File: src/flash_cmd_pkg.sv
// constants for the serial flash erase / power / id command block
package flash_cmd_pkg;
  localparam logic [7:0] op_block_erase_32k = 8'h52;
  localparam logic [7:0] op_block_erase_64k = 8'hd8;
  localparam logic [7:0] op_full_erase_a = 8'h60;
  localparam logic [7:0] op_full_erase_b = 8'hc7;
  localparam logic [7:0] op_write_enable = 8'h06;
  localparam logic [7:0] op_deep_sleep = 8'hb9;
  localparam logic [7:0] op_wake_and_id = 8'hab;
  localparam logic [7:0] op_maker_part_id = 8'h90;
  localparam logic [7:0] op_reset_enable = 8'h66;
  localparam logic [7:0] op_reset = 8'h99;
  localparam int addr_w = 24;
  localparam int blk32_shift = 15;
  localparam int blk64_shift = 16;
  // bit counts on the link
  localparam logic [7:0] bits_opcode = 8'h08;
  localparam logic [7:0] bits_addr_done = 8'h20;
  // timings in microseconds, clock period in ns
  localparam int clk_period_ns = 40;
  localparam int block_erase_time_us = 1000;
  localparam int full_erase_time_us = 10000;
  localparam int sleep_entry_delay_us = 3;
  localparam int wake_delay_us = 3;
  localparam int wake_id_delay_us = 3;
  localparam int block_erase_cycles = block_erase_time_us * 1000 / clk_period_ns;
  localparam int full_erase_cycles = full_erase_time_us * 1000 / clk_period_ns;
  localparam int sleep_entry_cycles = (sleep_entry_delay_us * 1000 + clk_period_ns - 1)
                                      / clk_period_ns;
  localparam int wake_cycles = (wake_delay_us * 1000 + clk_period_ns - 1) / clk_period_ns;
  localparam int wake_id_cycles = (wake_id_delay_us * 1000 + clk_period_ns - 1)
                                  / clk_period_ns;
  localparam logic [7:0] maker_id_default = 8'h5a;
  localparam logic [7:0] part_id_default = 8'h17;
endpackage

File: src/cycle_timer.sv
`timescale 1ns/100ps
// loadable down-counter that reports expiry
module cycle_timer #(
  parameter int width = 20
) (
  // clock and reset
  input wire logic core_clk,
  input wire logic rst_n,
  // load and status
  input wire logic load,
  input wire logic [width-1:0] load_value,
  output logic busy,
  output logic done
);
  logic [width-1:0] count;
  logic [width-1:0] next_count;
  logic next_done;
  // counting down; done pulses on the cycle the count reaches zero
  always_comb begin
    next_count = count;
    next_done = 1'b0;
    if (load) begin
      next_count = load_value;
    end else if (count != '0) begin
      next_count = count - 1'b1;
      next_done = (count == {{(width-1){1'b0}}, 1'b1});
    end
  end
  always_ff @(posedge core_clk or negedge rst_n) begin
    if (!rst_n) begin
      count <= '0;
      done <= 1'b0;
    end else begin
      count <= next_count;
      done <= next_done;
    end
  end
  assign busy = (count != '0);
endmodule

File: src/flash_erase_power_id.sv
`timescale 1ns/100ps
// serial flash command handling: block/full erase, deep sleep, wake and id reads
// Summary of operation
// - 52h plus address erases containing 32KB block
// - d8h plus address erases containing 64KB block
// - 60h or c7h alone erase whole array
// - erase runs only with write latch set
// - block erase needs select rise after address
// - full erase/sleep need rise after opcode
// - select rise starts timed erase of right length
// - in-progress flag high throughout erase, readable
// - write latch cleared before erase finishes
// - protected block erase is refused
// - full erase only with no protection
// - b9h enters sleep after entry delay
// - in sleep only wake or reset pair
// - select high while idle means standby
// - sleep request refused during busy cycle
// - power-up starts in standby
// - bare abh wakes after wake delay
// - abh plus three dummies repeats part id
// - wake with id uses its own delay setting, equal to the plain wake delay by default
// - wake/id ignored while operation in progress
// - 90h streams maker/part id by address
module flash_erase_power_id #(
  parameter int erase_cycles_block = flash_cmd_pkg::block_erase_cycles,
  parameter int erase_cycles_full = flash_cmd_pkg::full_erase_cycles,
  parameter int sleep_cycles = flash_cmd_pkg::sleep_entry_cycles,
  parameter int wake_plain_cycles = flash_cmd_pkg::wake_cycles,
  parameter int wake_with_id_cycles = flash_cmd_pkg::wake_id_cycles,
  parameter logic [7:0] maker_id = flash_cmd_pkg::maker_id_default, // arbitrary value
  parameter logic [7:0] part_id = flash_cmd_pkg::part_id_default // arbitrary value
) (
  // clock and reset
  input wire logic core_clk,
  input wire logic rst_n,
  // serial link pins
  input wire logic chip_sel_n,
  input wire logic serial_clk,
  input wire logic serial_in,
  output logic serial_out,
  output logic serial_out_en,
  // protection configuration
  input wire logic [4:0] protect_range,
  input wire logic protect_complement,
  // status
  output logic write_latch_flag,
  output logic op_in_progress_flag,
  output logic deep_sleep,
  output logic standby,
  // erase request to the array
  output logic erase_pulse,
  output logic [1:0] erase_kind,
  output logic [23:0] erase_base
);
  localparam int tw = 20;
  typedef enum logic [3:0] {
    st_idle = 4'b0001,
    st_erase = 4'b0010,
    st_sleep_enter = 4'b0100,
    st_sleep = 4'b1000
  } mode_e;

  logic cs_lvl, cs_rise, cs_fall;
  logic sck_lvl, sck_rise, sck_fall;
  logic si_lvl;
  logic si_s1;
  logic [7:0] opcode;
  logic [23:0] addr;
  logic [7:0] bit_cnt;
  logic [7:0] out_byte;
  logic [2:0] out_idx;
  logic out_sel;
  logic reset_armed;
  logic wake_hold;
  mode_e mode;
  logic [7:0] next_opcode;
  logic [23:0] next_addr;
  logic [7:0] next_bit_cnt;
  logic [2:0] next_out_idx;
  logic next_out_sel;
  logic next_serial_out, next_serial_out_en;
  logic next_reset_armed, next_wake_hold;
  mode_e next_mode;
  logic next_wel, next_wip, next_deep, next_standby;
  logic next_erase_pulse;
  logic [1:0] next_erase_kind;
  logic [23:0] next_erase_base;
  logic tmr_load;
  logic [tw-1:0] tmr_value;
  logic tmr_busy, tmr_done;
  logic blk_protected, full_allowed;

  sync_edge u_cs (.core_clk(core_clk), .rst_n(rst_n), .async_in(chip_sel_n),
    .reset_level(1'b1), .level(cs_lvl), .rise(cs_rise), .fall(cs_fall));
  sync_edge u_sck (.core_clk(core_clk), .rst_n(rst_n), .async_in(serial_clk),
    .reset_level(1'b1), .level(sck_lvl), .rise(sck_rise), .fall(sck_fall));
  cycle_timer #(.width(tw)) u_tmr (.core_clk(core_clk), .rst_n(rst_n), .load(tmr_load),
    .load_value(tmr_value), .busy(tmr_busy), .done(tmr_done));

  // data in is delayed to line up with the clock's two-flop path
  logic si_s0;
  always_ff @(posedge core_clk or negedge rst_n) begin
    if (!rst_n) begin
      si_s0 <= 1'b0;
      si_s1 <= 1'b0;
    end else begin
      si_s0 <= serial_in;
      si_s1 <= si_s0;
    end
  end
  assign si_lvl = si_s1;

  // protection: low three range bits select nothing when all zero; complement inverts
  always_comb begin
    blk_protected = ((protect_range[2:0] != 3'h0) ^ protect_complement);
    full_allowed = ((protect_range[2:0] == 3'h0) && !protect_complement) ||
                   ((protect_range[2:0] == 3'h7) && protect_complement);
  end

  // command decode, shifting and the mode machine
  always_comb begin
    next_opcode = opcode;
    next_addr = addr;
    next_bit_cnt = bit_cnt;
    next_out_idx = out_idx;
    next_out_sel = out_sel;
    next_serial_out = serial_out;
    next_serial_out_en = serial_out_en;
    next_reset_armed = reset_armed;
    next_wake_hold = wake_hold;
    next_mode = mode;
    next_wel = write_latch_flag;
    next_wip = op_in_progress_flag;
    next_deep = deep_sleep;
    next_standby = standby;
    next_erase_pulse = 1'b0;
    next_erase_kind = erase_kind;
    next_erase_base = erase_base;
    tmr_load = 1'b0;
    tmr_value = '0;
    if (cs_fall) begin
      next_bit_cnt = 8'h00;
      next_opcode = 8'h00;
      next_standby = 1'b0;
      next_out_idx = 3'h7;
    end
    if (!cs_lvl && sck_rise) begin
      if (bit_cnt < flash_cmd_pkg::bits_opcode) begin
        next_opcode = {opcode[6:0], si_lvl};
      end else if (bit_cnt < flash_cmd_pkg::bits_addr_done) begin
        next_addr = {addr[22:0], si_lvl};
      end
      if (bit_cnt != 8'hff) begin
        next_bit_cnt = bit_cnt + 8'h01;
      end
    end
    // id output on falling edges once opcode and three bytes are in
    if (!cs_lvl && sck_fall && bit_cnt >= flash_cmd_pkg::bits_addr_done &&
        mode != st_erase && !op_in_progress_flag) begin
      if (opcode == flash_cmd_pkg::op_wake_and_id && mode != st_sleep_enter) begin
        next_serial_out_en = 1'b1;
        next_serial_out = part_id[out_idx];
        next_out_idx = out_idx - 3'h1;
        if (mode == st_sleep) begin
          next_wake_hold = 1'b1;
        end
      end else if (opcode == flash_cmd_pkg::op_maker_part_id && mode == st_idle) begin
        if (bit_cnt == flash_cmd_pkg::bits_addr_done && out_idx == 3'h7 &&
            serial_out_en == 1'b0) begin
          next_out_sel = addr[0];
        end
        next_serial_out_en = 1'b1;
        next_serial_out = (serial_out_en ? out_sel : addr[0]) ? part_id[out_idx]
                                                               : maker_id[out_idx];
        next_out_idx = out_idx - 3'h1;
        if (out_idx == 3'h0) begin
          next_out_sel = ~(serial_out_en ? out_sel : addr[0]);
        end
      end
    end
    if (cs_rise) begin
      next_serial_out_en = 1'b0;
      next_serial_out = 1'b0;
      next_standby = (mode == st_idle) && !op_in_progress_flag;
      unique case (mode)
        st_idle: begin
          if (bit_cnt == flash_cmd_pkg::bits_opcode &&
              opcode == flash_cmd_pkg::op_write_enable) begin
            next_wel = 1'b1;
          end else if (bit_cnt == flash_cmd_pkg::bits_addr_done && write_latch_flag &&
                       !blk_protected &&
                       (opcode == flash_cmd_pkg::op_block_erase_32k ||
                        opcode == flash_cmd_pkg::op_block_erase_64k)) begin
            next_mode = st_erase;
            next_wip = 1'b1;
            next_standby = 1'b0;
            tmr_load = 1'b1;
            tmr_value = tw'(erase_cycles_block);
            next_erase_pulse = 1'b1;
            if (opcode == flash_cmd_pkg::op_block_erase_32k) begin
              next_erase_kind = 2'h1;
              next_erase_base = {addr[23:flash_cmd_pkg::blk32_shift],
                                 {flash_cmd_pkg::blk32_shift{1'b0}}};
            end else begin
              next_erase_kind = 2'h2;
              next_erase_base = {addr[23:flash_cmd_pkg::blk64_shift],
                                 {flash_cmd_pkg::blk64_shift{1'b0}}};
            end
          end else if (bit_cnt == flash_cmd_pkg::bits_opcode && write_latch_flag &&
                       full_allowed &&
                       (opcode == flash_cmd_pkg::op_full_erase_a ||
                        opcode == flash_cmd_pkg::op_full_erase_b)) begin
            next_mode = st_erase;
            next_wip = 1'b1;
            next_standby = 1'b0;
            tmr_load = 1'b1;
            tmr_value = tw'(erase_cycles_full);
            next_erase_pulse = 1'b1;
            next_erase_kind = 2'h3;
            next_erase_base = 24'h000000;
          end else if (bit_cnt == flash_cmd_pkg::bits_opcode &&
                       opcode == flash_cmd_pkg::op_deep_sleep) begin
            next_mode = st_sleep_enter;
            next_standby = 1'b0;
            tmr_load = 1'b1;
            tmr_value = tw'(sleep_cycles);
          end
        end
        st_erase: begin
          // sleep and wake/id are refused here; the cycle runs on
          next_standby = 1'b0;
        end
        st_sleep_enter: begin
          next_standby = 1'b0;
        end
        st_sleep: begin
          next_standby = 1'b0;
          if (opcode == flash_cmd_pkg::op_wake_and_id &&
              (bit_cnt == flash_cmd_pkg::bits_opcode || wake_hold)) begin
            tmr_load = 1'b1;
            tmr_value = wake_hold ? tw'(wake_with_id_cycles)
                                  : tw'(wake_plain_cycles);
            next_wake_hold = 1'b1;
            next_reset_armed = 1'b0;
          end else if (bit_cnt == flash_cmd_pkg::bits_opcode &&
                       opcode == flash_cmd_pkg::op_reset_enable) begin
            next_reset_armed = 1'b1;
          end else if (bit_cnt == flash_cmd_pkg::bits_opcode && reset_armed &&
                       opcode == flash_cmd_pkg::op_reset) begin
            next_mode = st_idle;
            next_deep = 1'b0;
            next_wel = 1'b0;
            next_reset_armed = 1'b0;
            next_wake_hold = 1'b0;
            next_standby = 1'b1;
          end else begin
            next_reset_armed = 1'b0;
          end
        end
        default: begin
          next_mode = st_idle;
        end
      endcase
    end
    // timer expiry closes erase, sleep entry and wake recovery
    if (tmr_done) begin
      if (mode == st_erase) begin
        next_mode = st_idle;
        next_wip = 1'b0;
        next_standby = cs_lvl;
      end else if (mode == st_sleep_enter) begin
        next_mode = st_sleep;
        next_deep = 1'b1;
      end else if (mode == st_sleep && wake_hold) begin
        next_mode = st_idle;
        next_deep = 1'b0;
        next_wake_hold = 1'b0;
        next_standby = cs_lvl;
      end
    end
    // latch clears on the first busy cycle, well before the cycle ends
    if (mode == st_erase && tmr_busy) begin
      next_wel = 1'b0;
    end
  end

  // state registers except the data-in delay flops; reset lands in standby
  always_ff @(posedge core_clk or negedge rst_n) begin
    if (!rst_n) begin
      opcode <= 8'h00;
      addr <= 24'h000000;
      bit_cnt <= 8'h00;
      out_idx <= 3'h7;
      out_sel <= 1'b0;
      serial_out <= 1'b0;
      serial_out_en <= 1'b0;
      reset_armed <= 1'b0;
      wake_hold <= 1'b0;
      mode <= st_idle;
      write_latch_flag <= 1'b0;
      op_in_progress_flag <= 1'b0;
      deep_sleep <= 1'b0;
      standby <= 1'b1;
      erase_pulse <= 1'b0;
      erase_kind <= 2'h0;
      erase_base <= 24'h000000;
    end else begin
      opcode <= next_opcode;
      addr <= next_addr;
      bit_cnt <= next_bit_cnt;
      out_idx <= next_out_idx;
      out_sel <= next_out_sel;
      serial_out <= next_serial_out;
      serial_out_en <= next_serial_out_en;
      reset_armed <= next_reset_armed;
      wake_hold <= next_wake_hold;
      mode <= next_mode;
      write_latch_flag <= next_wel;
      op_in_progress_flag <= next_wip;
      deep_sleep <= next_deep;
      standby <= next_standby;
      erase_pulse <= next_erase_pulse;
      erase_kind <= next_erase_kind;
      erase_base <= next_erase_base;
    end
  end
  logic unused_sck;
  assign unused_sck = sck_lvl;
endmodule

File: src/sync_edge.sv
`timescale 1ns/100ps
// two-flop synchroniser with edge pulses taken behind the second stage
module sync_edge (
  // clock and reset
  input wire logic core_clk,
  input wire logic rst_n,
  // asynchronous level in, synchronised level and edges out
  input wire logic async_in,
  input wire logic reset_level,
  output logic level,
  output logic rise,
  output logic fall
);
  logic stage1;
  logic stage2;
  logic stage3;
  // stage1 feeds only stage2; edges come from stage2 versus stage3
  always_ff @(posedge core_clk or negedge rst_n) begin
    if (!rst_n) begin
      stage1 <= 1'b1;
      stage2 <= 1'b1;
      stage3 <= 1'b1;
    end else begin
      stage1 <= async_in;
      stage2 <= stage1;
      stage3 <= stage2;
    end
  end
  // reset_level kept for port symmetry; all stages reset high (idle link)
  assign level = stage2 | (reset_level & 1'b0);
  assign rise = stage2 & ~stage3;
  assign fall = ~stage2 & stage3;
endmodule
File: config.mk
export PLATFORM = sky130hd
export DESIGN_NAME = flash_erase_power_id
export DESIGN_NICKNAME = d
export VERILOG_FILES = /design/src/flash_cmd_pkg.sv /design/src/cycle_timer.sv /design/src/flash_erase_power_id.sv /design/src/sync_edge.sv
export SDC_FILE = /design/constraint.sdc
export NUM_CORES = 1
export LEC_CHECK = 0
export ABC_CLOCK_PERIOD_IN_PS = 3250
export BUFFER_PORTS_ARGS = -buffer_cell sky130_fd_sc_hd__buf_4
export CAP_MARGIN = 5
export CELL_PAD_IN_SITES_DETAIL_PLACEMENT = 1
export CELL_PAD_IN_SITES_GLOBAL_PLACEMENT = 1
export CORE_MARGIN = 2
export CORE_UTILIZATION = 40
export DETAILED_ROUTE_END_ITERATION = 8
export GPL_TIMING_DRIVEN = 0
export HOLD_SLACK_MARGIN = 0.03
export MAX_ROUTING_LAYER = met4
export PLACE_DENSITY_LB_ADDON = 0.1
export SYNTH_ARGS = -nofsm -noshare
export SYNTH_HDL_FRONTEND = slang
export SYNTH_SLANG_ARGS = --single-unit
File: constraint.sdc
create_clock -name core_clk -period 3.25 [get_ports core_clk]
set_input_delay 0 -clock core_clk [delete_from_list [all_inputs] [get_ports core_clk]]
set_output_delay 0 -clock core_clk [all_outputs]
set_load 0.03 [all_outputs]
After elaboration in Yosys (flattened, before gate mapping):

Memories as Yosys holds them, arrays and structs flattened.
Index checks and enable logic that the tools add are counted.

* equal/unequal tests: 26
* order comparisons: 4
* add/subtract/negate cells: 3
* bitwise logic cells: 14
* muxes and demuxes: 117
* reductions and logical operators: 52

Operators with widths (number)
* 2-to-1 mux 1 bit: 76
* 2-to-1 mux 18 bit: 4
* equality test 8 bit, second input constant: 6
* 2-to-1 mux 24 bit: 2
* 2-to-1 mux 4 bit: 12
* 2-to-1 mux 8 bit: 6
* 2-to-1 mux 20 bit: 2
* one-hot mux 18 bit (2 select lines): 1
* logical AND 1 bit: 26
* equality test 8 x 7 -> 1 bit, second input constant: 3
* equality test 20 x 1 -> 1 bit, second input constant: 1
* nonzero test 20 bit: 1
* subtractor 20 x 1 -> 20 bit, second input constant: 1
* 2-to-1 mux 16 bit: 1
* 2-to-1 mux 7 bit: 2
* 2-to-1 mux 3 bit: 4
* one-hot mux 4 bit (3 select lines): 1
* nonzero test 2 bit: 5
* inequality test 3 x 2 -> 1 bit, second input constant: 3
* inverter 1 bit: 9
* nonzero test 3 bit: 3
* adder 8 x 1 -> 8 bit, second input constant: 1
* equality test 8 x 3 -> 1 bit, second input constant: 1
* equality test 8 x 4 -> 1 bit, second input constant: 1
* 28 further kinds: 44

* register bits: 112
* input port bits: 11
* memories kept: 2
* logic and storage cells: 245
* output and inout port bits: 33
* bits in read-only memories: 16

Memory list
* (no name shown): words 8, width 1, rd ports 1, clocked after memory_dff 0, write ports 0, RTL line flash_erase_power_id.sv:175 `: maker_id[out_idx];`
* (no name shown): words 8, width 1, rd ports 1, clocked after memory_dff 0, write ports 0, RTL line flash_erase_power_id.sv:174 `next_serial_out = (serial_out_en ? out_sel : addr[0]) ? part_id[out_idx]`

Depth between registers and ports, before layout:

* depth in word-level cells: 16
* gate-level depth with buffers: 10

Hierarchy:

A second synthesis with hierarchy kept.

* cells, all modules: 514
* area total of the unflattened synthesis: 5251.3 um^2

By module, submodules not included
* flash_erase_power_id: sequential area each 1757.9 um^2, area each 3749.8 um^2, cells an instance 359, instances 1
* cycle_timer: sequential area each 525.5 um^2, area each 1313.8 um^2, cells an instance 145, instances 1
* sync_edge: sequential area each 78.8 um^2, area each 93.8 um^2, cells an instance 5, instances 2

Worst setup path before layout:

OpenSTA, ideal clock, no wires.

* path kind: register to register
* start point: register u_tmr.count[4]
* end point: register u_tmr.count[19]
* period minus slack after synthesis: 2.427 ns
* setup slack: 0.823 ns
* library setup time: 0.120 ns
* stages on the path, launching flop included: 7
* arrival: 2.306 ns
* cell sequence: dfrtp_1 or4_1 or4_4 or4_4 nor4b_4 xnor2_1 nor2_2

* cells in the longest elaborated chain, start to end: 3

Ends and longest elaborated chain
* start, declared: RTL line cycle_timer.sv:15 `logic [width-1:0] count;`
* start signal, assigned: RTL line cycle_timer.sv:34 `count <= next_count;`
* subtractor 20 x 1 -> 20 bit: RTL line cycle_timer.sv:25 `next_count = count - 1'b1;`
* 2-to-1 mux 20 bit: RTL line cycle_timer.sv:24 `end else if (count != '0) begin`
* 2-to-1 mux 20 bit: RTL line cycle_timer.sv:22 `if (load) begin`

Several ways; a longest one is shown, not always the timed one. The select of a mux whose other input is x is not followed.
A chain may end at the register's enable or synchronous reset.

Worst setup path after layout:

* start point: register bit_cnt[0]
* end point: register u_tmr.count[13]

* cells in the longest elaborated chain, start to end: 10

Ends and longest elaborated chain
* start, declared: RTL line flash_erase_power_id.sv:70 `logic [7:0] bit_cnt;`
* start signal, assigned: RTL line flash_erase_power_id.sv:311 `bit_cnt <= next_bit_cnt;`
* equality test 8 x 4 -> 1 bit
* logical AND 1 bit (2 in a row): RTL line flash_erase_power_id.sv:210 `end else if (bit_cnt == flash_cmd_pkg::bits_opcode && write_latch_flag &&`
* logical AND 1 bit: RTL line flash_erase_power_id.sv:211 `full_allowed &&`
* 2-to-1 mux 1 bit: RTL line flash_erase_power_id.sv:210
* 2-to-1 mux 1 bit: RTL line flash_erase_power_id.sv:191 `end else if (bit_cnt == flash_cmd_pkg::bits_addr_done && write_latch_flag &&`
* 2-to-1 mux 1 bit: RTL line flash_erase_power_id.sv:188 `if (bit_cnt == flash_cmd_pkg::bits_opcode &&`
* one-hot mux 1 bit (2 select lines): RTL line flash_erase_power_id.sv:186 `unique case (mode)`
* 2-to-1 mux 1 bit: RTL line flash_erase_power_id.sv:182 `if (cs_rise) begin`
* 2-to-1 mux 20 bit or nonzero test 2 bit (tied branches)

Several ways; a longest one is shown, not always the timed one.

==> impl_metrics.py <==
metrics = {
    "logic_synthesis": {
        "synth_edf_count": 0,
        "yosysWarnings": 0,
        "yosys_most_used_dff": "dfrtp_1",
        "synth_compound_area_share_pct": 10.0,
        "netlist_area_um2": 4930,
        "synth-simple-area-share_pct": 23.5,
        "avgSynthCellArea_um2": 9.94,
        "synth_top_family_by_area": "simple AND/OR/NAND/NOR gates",
        "synth_xor_area_share_pct": 3.20,
        "synthAdderAreaFrac_pct": 2.03,
        "synthMuxAreaShare_pct": 6.96,
        "async_flop_share_pct": 100,
        "yosys.cell_types.count": 58,
        "synth-seq-cells": 97,
        "synth-seq-area-share_pct": 49.5,
        "synthCells": 496,
    },
    "global_routing": {
        "grt_pass1_wl_um": 20300,
        "grt_max_degree": 98,
        "overflow": 0,
        "antenna_found_initial": 0,
        "grt_pass1_vias": 3864,
        "grt.total_usage_pct": 20.3,
    },
    "cells_and_area": {
        "final_common_cell": "dfrtp_1",
        "synthToLayoutAreaGrowth_pct": 16.6,
        "multi_input_area_um2": 2310,
        "post-route-util_pct": 47.8,
        "final_cell_mix": "dfrtp_1, nand2_1, buf_4",
        "filler_cell_count": 1360,
        "fin_nets": 571,
        "num_antenna_cells": 0,
        "drive_gt1_share_pct": 20.8,
        "seq_area_um2": 2440,
    },
    "worst_setup_path": {
        "r2r_start": "bit_cnt[0]$_DFF_PN0_",
        "crit_path_end_kind": "register",
        "critPathMaxFanout": 10,
        "arrival_ns": 3.26,
        "startpoint": "bit_cnt[0]$_DFF_PN0_",
        "crit_required_ns": 3.52,
        "worst_setup_path_start_kind": "register",
        "crit_type": "register to register",
    },
    "placement": {
        "dp.final_hpwl_um": 8340,
        "port_buffers": 26,
        "pre_cts_ws_ns": 0.281,
        "gp_congestion": 0.802,
    },
    "pwr": {
        "finalPower_uw": 2630,
        "irDropWorstVdd_mv": 0.376,
        "combPwrFrac_pct": 8.0,
        "swShare_pct": 26.4,
        "power.switching_uw": 693,
        "seq_power_share_pct": 48.3,
        "power_density_nw_per_um2": 457,
        "leakagePower_uw": 0.00270,
        "intPower_uw": 1930,
        "p_clk_share_pct": 43.7,
    },
    "routing": {
        "drc": 0,
        "drt_iter0_markers": 220,
        "wl_um": 11900,
        "ant_nets": 0,
        "drt_first_pass_iters": 4,
        "vias": 3791,
        "vias_per_cell": 5.38,
        "avgRoutedWirePerCell_um": 16.9,
    },
    "sta": {
        "setup_viol": 0,
        "finalWorstSetupSlack_ns": 0.262,
        "relSlewSlack_pct": 16.8,
        "tns_ns": 0,
        "finalHoldViolations": 0,
        "rsz0062_at_grt": "false",
        "tightestPinTransition_ns": 1.23,
        "fin_crit_sh_pct": 92.0,
        "fin_skew_ns": 0.00839,
        "slew_viol_final": 0,
        "period_minus_slack_ns": 2.99,
        "max_freq_ghz": 0.335,
    },
    "clocking": {
        "cts_tree": "done",
        "cts_buffers": 9,
        "worst_skew_pair.late_latency_ns": 0.36,
        "clk_pin_slew_worst_paths_ns": 0.07,
        "cts-root-buf": "clkbuf_16",
        "cts_buffer_depth": 2,
        "cts_sinks": 97,
        "htree_num_levels": 3,
    },
    "run_status": {
        "status": "finished, final reports clean",
    },
    "floorplan": {
        "num_rows": 40,
        "die_x_um": 115,
        "start_util_pct": 41.0,
        "die_area_um2": 13200,
        "die_h_um": 115,
        "ios": 44,
        "core_um2": 12000,
    },
    "job": {
        "maxCapViolations": 0,
    },
    "hold_path": {
        "hold_path_class": "primary input to asynchronous set/reset pin",
    },
}
[sequential cells by signal (all words and copies together) (netlist names), 2 cells and up]
name	cells
addr	24
u_tmr.count	20
erase_base	9
bit_cnt	8
opcode	8
mode	4
out_idx	3
erase_kind	2
[cells in the mapped netlist (all sizes together) (12+ instances only)]
| master | n | area (um^2) |
|---|---|---|
| a21oi | 18 | 93.8 |
| buf | 21 | 143 |
| clkbuf | 13 | 48.8 |
| dfrtp | 86 | 2150 |
| mux2 | 26 | 293 |
| nand2 | 65 | 244 |
| nand3 | 33 | 165 |
| nor2 | 34 | 130 |
| nor4 | 12 | 87.6 |
| o21ai | 31 | 159 |
[per-stage QoR]
stage | cell area [um^2] | hold WS, ns | std cells
2_1_floorplan | 4980 | -0.296 | 510
6_report | 5740 | 0.0945 | 704
4_1_cts | 5720 | 0.269 | 703
5_1_grt | 5740 | 0.120 | 704
3_3_place_gp | 5360 | 0.108 | 683
3_5_place_dp | 5360 | 0.110 | 683
[final cells by class]
type | instances | share of cell area, %
buffer | 34 | 3.33
tap | 147 | 3.20
clock buffer | 9 | 3.92
timing repair buffer | 31 | 4.57
clock inverter | 7 | 1.59
multi-input combinational | 368 | 40.2
inverter | 11 | 0.719
sequential | 97 | 42.5
[cells by family (layout without fill, tap and decap cells)]
| group | after synthesis | count (layout) |
|---|---|---|
| simple gates | 217 | 217 |
| flops | 97 | 97 |
| compound gates | 79 | 79 |
| buf+inv | 45 | 92 |
| mux | 31 | 31 |
| xor+xnor | 18 | 18 |
| fa+ha+maj | 8 | 8 |
| other cells | 1 | 15 |
[worst paths after layout]
path | cells past startpoint | to | slack (ns)
setup / recovery | 10 | u_tmr.count[13]$_DFFE_PN0P_ | 0.26
min in group core_clk | 2 | si_s0$_DFF_PN0_ | 0.28
hold / removal | 2 | mode[2]$_DFF_PN0_ | 0.09
hold reg to reg | 0 | si_lvl$_DFF_PN0_ | 0.35
max in group asynchronous | 3 | out_idx[2]$_DFF_PN1_ | 2.46
setup reg to reg | 10 | u_tmr.count[13]$_DFFE_PN0P_ | 0.26
[power groups by stage]
stage          Sequential (uW)  Clock (uW)  Combinational (uW)
6_report                  1270        1150                 210
5_1_grt                   1270        1230                 233
4_1_cts                   1270        1180                 208
3_5_place_dp              1290           0                 204
3_3_place_gp              1290           0                 199
2_1_floorplan             1300           0                 113
[worst max-delay path, cell delays in order, from the launching register on]
cell and delay (ns):
dfrtp_1 0.44, inv_1 0.08, ha_1 0.15, nor4bb_1 0.58, and2_0 0.20, clkbuf_1 0.24, a211oi_1 0.17, o21ai_2 0.17
clkbuf_1 0.51, nand3_1 0.17, a22oi_1 0.19
[metal layers]
metal  up-vias  share of wire (%)  routed length, um  GRT usage [%]
li1       1840                  -                  -              -
met1      1901                 49               5830           27.3
met2        37                 47               5640           31.5
met3        13                2.1                253           3.00
met4         0                1.6                186           6.99
met5         -                  0                  0              -
[what timing repair did]
action	4_1_cts	5_1_grt
setup buffers	0	0
endpoints found under the hold margin	89	0
resized for setup	0	0
hold buffers	4	0
Power figures use the tool's default switching activity.
